$ cat src/design/rhc_consts.vh
// Purpose: constants for the ring setup command handler
// Assumes: 64-bit ring commands, six source rings, eight destination slots
// Notes:   register byte offsets are word aligned
`ifndef RHC_CONSTS_VH
`define RHC_CONSTS_VH
// register byte offsets
`define RHC_OFS_CMD_LO    8'h00
`define RHC_OFS_CMD_HI    8'h04
`define RHC_OFS_STATUS    8'h08
`define RHC_OFS_RML       8'h0C
`define RHC_OFS_LML       8'h10
`define RHC_OFS_STATE     8'h14
`define RHC_OFS_DEST      8'h18
`define RHC_OFS_SEL       8'h1C
`define RHC_OFS_RDPTR     8'h20
`define RHC_OFS_WRPTR     8'h24
`define RHC_OFS_LMADDR    8'h28
`define RHC_OFS_ENABLE    8'h2C
// status bits
`define RHC_ST_ERR        6
`define RHC_ST_BUSY       7
// command fields
`define RHC_F_TOP         63
`define RHC_F_IND         62
`define RHC_F_ONES_HI     61
`define RHC_F_ONES_LO     57
`define RHC_F_Z_HI        56
`define RHC_F_Z_LO        55
`define RHC_F_LOCAL       54
`define RHC_F_B53         53
`define RHC_F_B52         52
`define RHC_F_RDY         51
`define RHC_F_RING_HI     50
`define RHC_F_RING_LO     48
`define RHC_F_RDLO_HI     47
`define RHC_F_RDLO_LO     35
`define RHC_F_PHI_HI      31
`define RHC_F_PHI_LO      16
`define RHC_F_WRLO_HI     15
`define RHC_F_WRLO_LO     3
// command kinds
`define RHC_K_NONE        3'd0
`define RHC_K_DEST        3'd1
`define RHC_K_LMSA        3'd2
`define RHC_K_STOP        3'd3
`define RHC_K_DEFINE      3'd4
// local/indication settings
`define RHC_LI_NORMAL     2'b00
`define RHC_LI_INVALID    2'b01
`define RHC_LI_XFER       2'b11
// ring states
`define RHC_RS_NDEF       3'd0
`define RHC_RS_READY      3'd1
`define RHC_RS_CMPL       3'd2
`define RHC_RS_WAITF      3'd3
`define RHC_RS_WBACK      3'd4
`define RHC_RS_STOPPED    3'd5
// ring numbering
`define RHC_LAST_SRC      3'd5
`define RHC_LAST_TX       3'd3
// wrap bases: ring length 8 << code, local length 8K << code
`define RHC_RING_BASE     32'h0000_0008
`define RHC_LM_BASE       32'h0000_2000
`define RHC_STEP          32'h0000_0008
`endif

$ cat src/design/rhc_cmd_decode.v
// Purpose: classify one 64-bit ring handling command and split its fields
// Assumes: command word is stable while examined
// Notes:   purely combinational
`timescale 1ns/1ps
`include "rhc_consts.vh"
module rhc_cmd_decode (
  input  wire [63:0] cmd,
  output reg  [2:0]  kind,
  output wire [2:0]  ring,
  output wire        rdy,
  output wire [1:0]  li,
  output wire [31:0] rd_ptr,
  output wire [31:0] wr_ptr
);
  wire pre;
  assign pre    = cmd[`RHC_F_TOP] & (&cmd[`RHC_F_ONES_HI:`RHC_F_ONES_LO])
                  & ~(|cmd[`RHC_F_Z_HI:`RHC_F_Z_LO]);
  assign ring   = cmd[`RHC_F_RING_HI:`RHC_F_RING_LO];
  assign rdy    = cmd[`RHC_F_RDY];
  assign li     = {cmd[`RHC_F_LOCAL], cmd[`RHC_F_IND]};
  // low three pointer bits forced to zero
  assign rd_ptr = {cmd[`RHC_F_PHI_HI:`RHC_F_PHI_LO],
                   cmd[`RHC_F_RDLO_HI:`RHC_F_RDLO_LO], 3'b000};
  assign wr_ptr = {cmd[`RHC_F_PHI_HI:`RHC_F_PHI_LO],
                   cmd[`RHC_F_WRLO_HI:`RHC_F_WRLO_LO], 3'b000};

  always @* begin
    kind = `RHC_K_NONE;
    if (pre & ~cmd[`RHC_F_LOCAL] & ~cmd[`RHC_F_B53] & cmd[`RHC_F_B52]) begin
      // shared pattern: rings 0-5 with ready set mean local start, anything else means destination
      if (cmd[`RHC_F_RDY] & (ring <= `RHC_LAST_SRC))
        kind = `RHC_K_LMSA;
      else
        kind = `RHC_K_DEST;
    end else if (pre & cmd[`RHC_F_B53] & ~cmd[`RHC_F_B52]) begin
      if (~cmd[`RHC_F_LOCAL] & ~cmd[`RHC_F_RDY])
        kind = `RHC_K_STOP;
      else
        kind = `RHC_K_DEFINE;
    end
  end
endmodule

$ cat src/design/rhc_ring_ctl.v
// Purpose: state of one source ring: define, stop sequence, self stop
// Assumes: define_go only while ring is idle enough to redefine
// Notes:   one instance per source ring
`timescale 1ns/1ps
`include "rhc_consts.vh"
module rhc_ring_ctl (
  input  wire       hclk,
  input  wire       hresetn,
  input  wire       define_go,
  input  wire       def_ready,
  input  wire       stop_go,
  input  wire       self_stop,
  input  wire       enable_go,
  input  wire       frame_busy,
  input  wire       ind_done,
  output reg  [2:0] state_ff,
  output reg        inhibit_ff,
  output reg        ind_req_ff,
  output reg        confirm_ff,
  output reg        flush_ff,
  output reg        rnr_ff
);
  reg defer_ff;
  reg self_ff;

  always @(posedge hclk or negedge hresetn) begin
    if (!hresetn) begin
      state_ff   <= `RHC_RS_NDEF;
      inhibit_ff <= 1'b1;
      ind_req_ff <= 1'b0;
      confirm_ff <= 1'b0;
      flush_ff   <= 1'b0;
      rnr_ff     <= 1'b0;
      defer_ff   <= 1'b0;
      self_ff    <= 1'b0;
    end else begin
      confirm_ff <= 1'b0;
      flush_ff   <= 1'b0;
      if (define_go) begin
        // new pointers; old fifo contents and deferred indication dropped
        flush_ff   <= 1'b1;
        defer_ff   <= 1'b0;
        rnr_ff     <= 1'b0;
        state_ff   <= def_ready ? `RHC_RS_READY : `RHC_RS_CMPL;
        inhibit_ff <= ~def_ready;
      end else begin
        case (state_ff)
          `RHC_RS_READY, `RHC_RS_CMPL: begin
            if (stop_go) begin
              state_ff   <= `RHC_RS_WAITF;
              inhibit_ff <= 1'b1;
              self_ff    <= self_stop;
            end
          end
          `RHC_RS_WAITF: begin
            // frame or dma move in flight runs to its end
            if (!frame_busy) begin
              state_ff   <= `RHC_RS_WBACK;
              ind_req_ff <= 1'b1;
            end
          end
          `RHC_RS_WBACK: begin
            if (ind_done) begin
              ind_req_ff <= 1'b0;
              state_ff   <= `RHC_RS_STOPPED;
              if (self_ff) begin
                rnr_ff   <= 1'b1;
                defer_ff <= 1'b1;
              end else begin
                confirm_ff <= 1'b1;
              end
            end
          end
          `RHC_RS_STOPPED: begin
            // fifo kept; resume from where it was left
            if (enable_go) begin
              state_ff   <= `RHC_RS_READY;
              inhibit_ff <= 1'b0;
              confirm_ff <= defer_ff;
              defer_ff   <= 1'b0;
              rnr_ff     <= 1'b0;
            end else if (stop_go) begin
              confirm_ff <= 1'b1;
            end
          end
          `RHC_RS_NDEF: begin
            if (stop_go)
              confirm_ff <= 1'b1;
          end
          default: begin
            state_ff <= `RHC_RS_NDEF;
          end
        endcase
      end
    end
  end
endmodule

$ cat src/design/rhc_ring_setup.v
// Purpose: ring setup command handler with an AHB-Lite register slave
// Assumes: commands from host register pair or from a transmit ring fetch
// Notes:   zero wait state slave, always OKAY
// Overview of operation
// - setup command accepted from host or ring
// - decode destination setup, ready and ring fields
// - ready flag sets destination ready, else not
// - pointer fields split into low and high
// - ring pointers wrap inside max length region
// - decode local start command, rings 0-5
// - local start address high and low fields
// - local address wraps inside configured length
// - decode stop ring command, rings 0-5
// - current frame or dma move completes
// - no new frames after stop
// - write back indications, then confirm stop
// - stopped ring keeps fifo, resumes later
// - redefine loads pointers, discards internal data
// - self stop sets flag, defers indication
// - local/indication setting meaning for define
// - define waits for stopped, complete, undefined
`timescale 1ns/1ps
`include "rhc_consts.vh"
module rhc_ring_setup #(
  parameter NRING = 6,
  parameter NDEST = 8
) (
  input  wire              hclk,
  input  wire              hresetn,
  input  wire              hsel,
  input  wire [31:0]       haddr,
  input  wire [1:0]        htrans,
  input  wire              hwrite,
  input  wire [2:0]        hsize,
  input  wire [31:0]       hwdata,
  input  wire              hready,
  output reg  [31:0]       hrdata,
  output reg               hreadyout,
  output reg               hresp,
  input  wire              ring_cmd_valid,
  input  wire [63:0]       ring_cmd_data,
  input  wire [2:0]        ring_cmd_src,
  output reg               ring_cmd_ready,
  input  wire [NRING-1:0]  frame_busy,
  input  wire [NRING-1:0]  ind_done,
  input  wire [NRING-1:0]  ring_rd_adv,
  input  wire [NRING-1:0]  lm_adv,
  output wire [NRING-1:0]  ring_inhibit,
  output wire [NRING-1:0]  ind_wb_req,
  output wire [NRING-1:0]  stop_confirm,
  output wire [NRING-1:0]  ring_flush,
  output reg  [NDEST-1:0]  dest_ready
);
  localparam ST_IDLE = 2'd0;
  localparam ST_EXEC = 2'd1;
  localparam ST_DEFW = 2'd2;

  // bus slave state
  reg              wr_pend_ff;
  reg [7:0]        wr_addr_ff;
  reg [31:0]       cmd_lo_ff;
  reg [63:0]       host_cmd_ff;
  reg              host_pend_ff;
  reg              err_ff;
  reg [31:0]       rml_ff;
  reg [17:0]       lml_ff;
  reg [2:0]        sel_ff;
  // execution state
  reg [1:0]        st_ff;
  reg [63:0]       cmd_ff;
  reg [2:0]        src_ff;
  reg              from_ring_ff;
  reg [31:0]       rd_ptr_ff [0:NDEST-1];
  reg [31:0]       wr_ptr_ff [0:NDEST-1];
  reg [31:0]       lm_addr_ff [0:NRING-1];
  reg [NRING-1:0]  define_go;
  reg [NRING-1:0]  stop_go;
  reg [NRING-1:0]  enable_go;
  reg              self_stop;
  reg              def_rdy_ff;

  wire [2:0]       kind;
  wire [2:0]       ring;
  wire             rdy;
  wire [1:0]       li;
  wire [31:0]      dec_rd;
  wire [31:0]      dec_wr;
  wire [3*NRING-1:0] ring_state;
  wire [NRING-1:0] ring_not_ready_flag;

  wire        a_valid = hsel & htrans[1] & hready;
  wire [7:0]  a_ofs   = haddr[7:0];
  wire        host_load = wr_pend_ff & (wr_addr_ff == `RHC_OFS_CMD_HI);
  wire        own_ring  = from_ring_ff & (ring == src_ff);
  wire        src_ok    = (ring <= `RHC_LAST_SRC) & ~own_ring;
  wire [2:0]  tgt_state = ring_state[ring*3 +: 3];
  wire        def_free  = (tgt_state == `RHC_RS_NDEF) | (tgt_state == `RHC_RS_CMPL)
                          | (tgt_state == `RHC_RS_STOPPED);
  wire        li_bad    = (li == `RHC_LI_INVALID)
                          | ((li == `RHC_LI_XFER) & (ring > `RHC_LAST_TX));
  wire        exec_err  = (st_ff == ST_EXEC) &
                          ((kind == `RHC_K_NONE)
                           | ((kind == `RHC_K_DEST) & ((ring == 3'd4) | (ring == 3'd5)
                                                       | own_ring))
                           // stop may name its own ring: that is a self stop
                           | ((kind == `RHC_K_STOP) & (ring > `RHC_LAST_SRC))
                           | ((kind == `RHC_K_LMSA) & ~src_ok)
                           | ((kind == `RHC_K_DEFINE) & ~src_ok)
                           | ((kind == `RHC_K_DEFINE) & li_bad));
  wire        take_host = (st_ff == ST_IDLE) & host_pend_ff;
  wire        take_ring = (st_ff == ST_IDLE) & ~host_pend_ff & ring_cmd_valid & ring_cmd_ready;
  wire        ovr_err   = host_load & host_pend_ff;

  rhc_cmd_decode u_dec (
    .cmd    (cmd_ff),
    .kind   (kind),
    .ring   (ring),
    .rdy    (rdy),
    .li     (li),
    .rd_ptr (dec_rd),
    .wr_ptr (dec_wr)
  );

  // ring length 8 << code bytes, local length 8K << code bytes
  function [31:0] wrap_step;
    input [31:0] p;
    input [31:0] len;
    reg   [31:0] m;
    begin
      m = len - 32'h0000_0001;
      wrap_step = (p & ~m) | ((p + `RHC_STEP) & m);
    end
  endfunction

  genvar g;
  generate
    for (g = 0; g < NRING; g = g + 1) begin : g_ring
      rhc_ring_ctl u_ctl (
        .hclk       (hclk),
        .hresetn    (hresetn),
        .define_go  (define_go[g]),
        .def_ready  (def_rdy_ff),
        .stop_go    (stop_go[g]),
        .self_stop  (self_stop),
        .enable_go  (enable_go[g]),
        .frame_busy (frame_busy[g]),
        .ind_done   (ind_done[g]),
        .state_ff   (ring_state[3*g +: 3]),
        .inhibit_ff (ring_inhibit[g]),
        .ind_req_ff (ind_wb_req[g]),
        .confirm_ff (stop_confirm[g]),
        .flush_ff   (ring_flush[g]),
        .rnr_ff     (ring_not_ready_flag[g])
      );
    end
  endgenerate

  // bus slave: zero wait states, every answer OKAY
  always @(posedge hclk or negedge hresetn) begin
    if (!hresetn) begin
      wr_pend_ff   <= 1'b0;
      wr_addr_ff   <= 8'h00;
      hreadyout    <= 1'b1;
      hresp        <= 1'b0;
      hrdata       <= 32'h0000_0000;
      cmd_lo_ff    <= 32'h0000_0000;
      host_cmd_ff  <= 64'h0000_0000_0000_0000;
      host_pend_ff <= 1'b0;
      err_ff       <= 1'b0;
      rml_ff       <= 32'h0000_0000;
      lml_ff       <= 18'h00000;
      sel_ff       <= 3'd0;
    end else begin
      hreadyout  <= 1'b1;
      hresp      <= 1'b0;
      wr_pend_ff <= a_valid & hwrite;
      if (a_valid)
        wr_addr_ff <= a_ofs;
      if (a_valid & ~hwrite) begin
        case (a_ofs)
          `RHC_OFS_STATUS: hrdata <= {24'h000000, host_pend_ff, err_ff, ring_not_ready_flag};
          `RHC_OFS_RML:    hrdata <= rml_ff;
          `RHC_OFS_LML:    hrdata <= {14'h0000, lml_ff};
          `RHC_OFS_STATE:  hrdata <= {14'h0000, ring_state};
          `RHC_OFS_DEST:   hrdata <= {24'h000000, dest_ready};
          `RHC_OFS_SEL:    hrdata <= {29'h00000000, sel_ff};
          `RHC_OFS_RDPTR:  hrdata <= rd_ptr_ff[sel_ff];
          `RHC_OFS_WRPTR:  hrdata <= wr_ptr_ff[sel_ff];
          `RHC_OFS_LMADDR: hrdata <= (sel_ff <= `RHC_LAST_SRC) ? lm_addr_ff[sel_ff]
                                                               : 32'h0000_0000;
          default:         hrdata <= 32'h0000_0000;
        endcase
      end
      if (wr_pend_ff) begin
        case (wr_addr_ff)
          `RHC_OFS_CMD_LO: cmd_lo_ff <= hwdata;
          `RHC_OFS_RML:    rml_ff    <= hwdata;
          `RHC_OFS_LML:    lml_ff    <= hwdata[17:0];
          `RHC_OFS_SEL:    sel_ff    <= hwdata[2:0];
          default: ;
        endcase
      end
      // writing the high word issues the command
      if (host_load & ~host_pend_ff) begin
        host_cmd_ff  <= {hwdata, cmd_lo_ff};
        host_pend_ff <= 1'b1;
      end else if (take_host) begin
        host_pend_ff <= 1'b0;
      end
      // sticky error, set wins over a write-one clear
      if (exec_err | ovr_err)
        err_ff <= 1'b1;
      else if (wr_pend_ff & (wr_addr_ff == `RHC_OFS_STATUS) & hwdata[`RHC_ST_ERR])
        err_ff <= 1'b0;
    end
  end

  // command execution
  integer i;
  always @(posedge hclk or negedge hresetn) begin
    if (!hresetn) begin
      st_ff          <= ST_IDLE;
      cmd_ff         <= 64'h0000_0000_0000_0000;
      src_ff         <= 3'd0;
      from_ring_ff   <= 1'b0;
      ring_cmd_ready <= 1'b0;
      dest_ready     <= {NDEST{1'b0}};
      define_go      <= {NRING{1'b0}};
      stop_go        <= {NRING{1'b0}};
      enable_go      <= {NRING{1'b0}};
      self_stop      <= 1'b0;
      def_rdy_ff     <= 1'b0;
      for (i = 0; i < NDEST; i = i + 1) begin
        rd_ptr_ff[i] <= 32'h0000_0000;
        wr_ptr_ff[i] <= 32'h0000_0000;
      end
      for (i = 0; i < NRING; i = i + 1)
        lm_addr_ff[i] <= 32'h0000_0000;
    end else begin
      define_go <= {NRING{1'b0}};
      stop_go   <= {NRING{1'b0}};
      enable_go <= {NRING{1'b0}};
      if (wr_pend_ff & (wr_addr_ff == `RHC_OFS_ENABLE))
        enable_go <= hwdata[NRING-1:0];
      ring_cmd_ready <= (st_ff == ST_IDLE) & ~take_ring & ~take_host & ~host_pend_ff
                        & ~host_load;
      case (st_ff)
        ST_IDLE: begin
          if (take_host) begin
            cmd_ff       <= host_cmd_ff;
            from_ring_ff <= 1'b0;
            st_ff        <= ST_EXEC;
          end else if (take_ring) begin
            cmd_ff       <= ring_cmd_data;
            src_ff       <= ring_cmd_src;
            from_ring_ff <= 1'b1;
            st_ff        <= ST_EXEC;
          end
        end
        ST_EXEC: begin
          st_ff <= ST_IDLE;
          if (!exec_err) begin
            case (kind)
              `RHC_K_DEST: begin
                rd_ptr_ff[ring]  <= dec_rd;
                wr_ptr_ff[ring]  <= dec_wr;
                dest_ready[ring] <= rdy;
              end
              `RHC_K_LMSA: lm_addr_ff[ring] <= dec_wr;
              `RHC_K_STOP: begin
                stop_go[ring] <= 1'b1;
                self_stop     <= own_ring;
              end
              `RHC_K_DEFINE: st_ff <= ST_DEFW;
              default: ;
            endcase
          end
        end
        ST_DEFW: begin
          // held until the ring may be redefined
          if (def_free) begin
            define_go[ring] <= 1'b1;
            def_rdy_ff      <= rdy;
            rd_ptr_ff[ring] <= dec_rd;
            wr_ptr_ff[ring] <= dec_wr;
            st_ff           <= ST_IDLE;
          end
        end
        default: st_ff <= ST_IDLE;
      endcase
      for (i = 0; i < NRING; i = i + 1) begin
        if (ring_rd_adv[i] & ~(define_go[i]))
          rd_ptr_ff[i] <= wrap_step(rd_ptr_ff[i],
                                    `RHC_RING_BASE << rml_ff[4*i +: 4]);
        if (lm_adv[i])
          lm_addr_ff[i] <= wrap_step(lm_addr_ff[i],
                                     `RHC_LM_BASE << lml_ff[3*i +: 3]);
      end
    end
  end
endmodule

$ cat config.mk
export PLATFORM = sky130hd
export DESIGN_NAME = rhc_ring_setup
export DESIGN_NICKNAME = d
export VERILOG_FILES = /design/src/design/rhc_cmd_decode.v /design/src/design/rhc_ring_ctl.v /design/src/design/rhc_ring_setup.v
export VERILOG_INCLUDE_DIRS = /design/src /design/src/design
export SDC_FILE = /design/constraint.sdc
export NUM_CORES = 2
export LEC_CHECK = 0
export BUFFER_PORTS_ARGS = -buffer_cell sky130_fd_sc_hd__buf_2
export CORE_AREA = 5 5 362 364
export DETAILED_ROUTE_END_ITERATION = 10
export DIE_AREA = 0 0 367 369
export PLACE_DENSITY = 0.73
export SYNTH_ARGS = -nofsm -noshare
export SYNTH_HDL_FRONTEND = slang
export SYNTH_HIERARCHICAL = 1
export SYNTH_SLANG_ARGS = --single-unit
$ cat constraint.sdc
create_clock -name hclk -period 3.15 [get_ports hclk]
set_clock_uncertainty 0.15 [all_clocks]
set_input_delay 0.63 -clock hclk [delete_from_list [all_inputs] [get_ports hclk]]
set_output_delay 0.63 -clock hclk [all_outputs]
set_load 0.1 [all_outputs]
After elaboration in Yosys (flattened, before gate mapping) --
Cells that the tools add are included. W data, S select, Z words.
Cells by class: add/subtract/negate cells 24, multiply operators 1, magnitude comparators 9, equality and inequality tests 134, shifts and indexed selects 13, multiplexer cells 211, bitwise operators 123, reduce and logical (&&, ||, !) cells 113
Operators by type and width (number):
- $mux W256 | 6
- $pmux W256 S2 | 2
- $and A32 B32 Y32 | 24
- $mux W32 | 20
- $mux W192 | 3
- $bwmux W256 | 2
- $add A32 B4 Y32 const B | 12
- $not A32 Y32 | 12
- $or A32 B32 Y32 | 12
- $sub A32 B1 Y32 const B | 12
- $bmux W32 S3 | 3
- $pmux W32 S9 | 1
- $bwmux W192 | 1
- $shl A14 B3 Y32 const A | 6
- $shl A4 B4 Y32 const A | 6
- $mux W64 | 2
- $mux W3 | 33
- $demux W32 S3 | 1
- $ne A3 B3 Y1 const B | 31
- $mux W1 | 91
- $pmux W3 S5 | 6
- $reduce_and A4 Y1 | 19
- $reduce_and A3 Y1 | 21
- $reduce_bool A3 Y1 | 18
- 42 further kinds | 284
Storage, ports and cells: flip-flop bits (word level) 1049, output and inout port bits 67, word-level logic and storage cells 713

Depth between registers and ports, before layout --
depth in word-level cells 18, depth in mapped cells 13, gate-level depth less buffers 10

Hierarchy --
The synthesis kept the hierarchy.
By module, submodules not included:
- rhc_ring_setup | times used 1, cells an instance 4876, area an instance 52649.2 sq um, seq. area each 24898.9 sq um
- rhc_ring_ctl | times used 6, cells an instance 57, area an instance 585.6 sq um, seq. area each 226.5 sq um
- rhc_cmd_decode | times used 1, cells an instance 85, area an instance 624.3 sq um, seq. area each 0.0 sq um

Least setup slack after synthesis --
No wires, ideal clock.
path type reg-to-reg, from reg cmd_ff[56], to reg lm_addr_ff[71] in the netlist's numbering, setup time 0.119 ns, arrival time 3.120 ns, required time 2.881 ns, path slack -0.239 ns, stages on the path, launching flop included 10, buffers on the path 1, period minus slack after synthesis 3.389 ns, cells stage by stage dfrtp_1 > or4_4 > nor3_1 > nor3b_1 > and2_1 > nand3_1 > nor2_1 > buf_2 > mux2_2 > o21a_1
Between the ends: cells in the longest elaborated chain, start to end 17
Ends and longest elaborated chain:
- start: declaration | line rhc_ring_setup.v:70 | reg [63:0] cmd_ff;
- start signal: assignment | line rhc_ring_setup.v:250 | cmd_ff <= host_cmd_ff;
- start signal: assignment | line rhc_ring_setup.v:254 | cmd_ff <= ring_cmd_data;
- $reduce_or A2 Y1 (*) | line rhc_cmd_decode.v:17 | & ~(|cmd[`RHC_F_Z_HI:`RHC_F_Z_LO]);
- $not A1 Y1 (*) | line rhc_cmd_decode.v:17
- $and A1 B1 Y1 (*) | line rhc_cmd_decode.v:16 | assign pre = cmd[`RHC_F_TOP] & (&cmd[`RHC_F_ONES_HI:`RHC_F_ONES_LO])
- $and A1 B1 Y1 (on tied branches) (2 in a row) | line rhc_cmd_decode.v:35, rhc_cmd_decode.v:29
- $mux W3 or $and A1 B1 Y1 (tied branches) | line rhc_cmd_decode.v:35, rhc_cmd_decode.v:29
- $mux W3 (*) | line rhc_cmd_decode.v:29 | if (pre & ~cmd[`RHC_F_LOCAL] & ~cmd[`RHC_F_B53] & cmd[`RHC_F_B52]) begin
- net kind[1] | line rhc_ring_setup.v:82 | wire [2:0] kind;
- $eq A3 B1 Y1
- $and A1 B1 Y1 | line rhc_ring_setup.v:103 | | ((kind == `RHC_K_DEST) & ((ring == 3'd4) | (ring == 3'd5)
- $or A1 B1 Y1 (5 in a row) | line rhc_ring_setup.v:102 | ((kind == `RHC_K_NONE)
- $and A1 B1 Y1 | line rhc_ring_setup.v:101 | wire exec_err = (st_ff == ST_EXEC) &
- $ne A2 B2 Y1 (no line)
- $reduce_and A3 Y1 (no line) (*)
- end signal: indexed assignment | line rhc_ring_setup.v:269 | `RHC_K_LMSA: lm_addr_ff[ring] <= dec_wr;
- end signal: indexed assignment | line rhc_ring_setup.v:296 | lm_addr_ff[i] <= wrap_step(lm_addr_ff[i],
- end: declaration | line rhc_ring_setup.v:75 | reg [31:0] lm_addr_ff [0:NRING-1];
Mark *: on every way through the listed nets, which the timed path passes. The rest lies on a longest branch. A chain may end at the register's enable or synchronous reset.

==> results_dict.tcl <==
set metrics [dict create \
    min_period_ps 3300 \
    crit_fanout 8 \
    drive_gt1_share_pct 31.4 \
    fin_util_pct 53.4 \
    numCtsBuffers 110 \
    setup_viol 120 \
    violations "setup timing" \
    start_util_pct 44.2 \
    vias 47600 \
    cts_root_buf "clkbuf_16" \
    rsz0062_at_grt "true" \
    rows 131 \
    ant_nets 0 \
    io_pins 233 \
    dp_hpwl_mm 145 \
    power_density_mw_per_mm2 573 \
    postSynthCellCount 5261 \
    crit_type "flip-flop to flip-flop" \
    finalCritPeriodShare_pct 105 \
    crit_path_top_delay_cell "or4_4" \
    via_per_inst 6.42 \
    h-tree-depth 3 \
    vdd_drop_max_uv 510 \
    grt_remaining_overflow 0 \
    slew_headroom_pct 5.39 \
    slew_viol_final 0 \
    die_x_um 367 \
    final_area_mm2 0.0678 \
    setup.worst_path.start_class "flip-flop" \
    grt_max_degree 120 \
    worst_pin_slew_ps 1420 \
    insertion_delay_ps 730 \
    cap_violations 0 \
    cpMostUsedCell "buf_12" \
    die-height_um 369 \
    finalHoldViolCount 0 \
    antenna_found_initial 9 \
    gp_congestion 0.984 \
    avgRoutedWirePerCell_um 27.9 \
    status "complete, but fails checks" \
    layout_commonest_cell "dfrtp_1" \
    tritoncts "built" \
    max_freq_mhz 303 \
    path_cells "nand4_1 > or4_4 > nor3_4 > nor3b_4 > and2_4 > and3_4 > buf_12 > buf_12 > nand2_8 > buf_4 > a221oi_2 > a31oi_1" \
    p_leak_nw 30.3 \
    dpl_cell_area_mm2 0.0612 \
    ys_warn_count 6 \
    io_buffers 196 \
    slowest_delay_ps 640 \
    arrival_ps 3730 \
    nNetsFinal 5844 \
    cts_sinks 1034 \
    drt_iter0_drc 6485 \
    worst_slack_ps -148 \
    dr.pass1.iters 9 \
    core_mm2 0.127 \
    groute.usage.overall_pct 28.6 \
    clk_pin_slew_ps 60 \
    syn_to_final_growth_pct 20.7 \
    dieArea_mm2 0.135 \
    crit_path_end_kind "flip-flop" \
    cts_buffer_depth 3 \
    power_mw 38.9 \
    wl_mm 207 \
    syn_area_mm2 0.0562 \
    min-delay-path-class "input port to flip-flop" \
    grt_pass1_vias 45000 \
    cp.required_ps 3580 \
    avgSynthCellArea_um2 10.7 \
    drc_errors 0 \
    grt_first_pass_wirelength_mm 295 \
    dpl.cell_count 7119 \
    final_cell_mix "dfrtp_1, nand2_1, mux2_2" \
    final_cells 7419 \
]
==> final cells by class <==
cell class	instances	area (um2)
repair buffers	692	6350
flip-flops and latches	1034	25900
clock buffers	150	3180
fillers	10600	59200
diodes	11	27.5
clock inverters	59	702
multi-input cells	3750	29300
well taps	1662	2080
inverters	61	229
==> path summary, 6_finish.rpt <==
path,start,to,slack (ps),cells past startpoint
max,cmd_ff[61],flip-flop,-150,12
min,haddr[3],wr_addr_ff[3],30,2
max reg2reg,cmd_ff[61],flip-flop,-150,12
min reg2reg,lm_addr_ff[130],lm_addr_ff[130],330,2
max in group asynchronous,hresetn,async pin,1520,3
min in group asynchronous,hresetn,lm_addr_ff[36],290,2
==> where the power goes <==
part | total, mW | switching (mW) | internal, mW
clock | 14.0 | 5.82 | 8.15
sequential | 17.0 | 2.64 | 14.4
combinational | 7.89 | 4.90 | 3.00
==> what timing repair did <==
action,4_1_cts,5_1_grt
buffers inserted,1,48
cloned,0,29
setup endpoints to repair,58,460
hold buffers,5,0
hold endpoints to repair,34,0
pin swaps,0,109
resized for setup,2,405
==> worst max-delay path, delay by kind of cell (launching register included) <==
family,cells,cell delay (ps)
and+or+nand+nor,7,1790
buffers and inverters,3,490
DFF,1,380
AOI/OAI and AO/OA,2,360
==> per-stage QoR <==
stage	hold WS [ps]	worst slack [ps]	TNS [ps]
finish	30.8	-148	-4720
global route	17.8	-253	-31070
CTS	1.51	-75.3	-1680
detailed placement	307	-72.3	-928
global placement	297	-54.9	-218
floorplan	184	2.39	0
==> per-layer routing <==
metal / vias to the layer above / global-route usage, % / wire length, um
li1: 20000 / - / -
met1: 24000 / 40.2 / 81800
met2: 3100 / 40.8 / 86700
met3: 574 / 7.57 / 26100
met4: 2 / 14.5 / 12500
met5: - / 0 / 14
(Power assumes the default switching activity.)
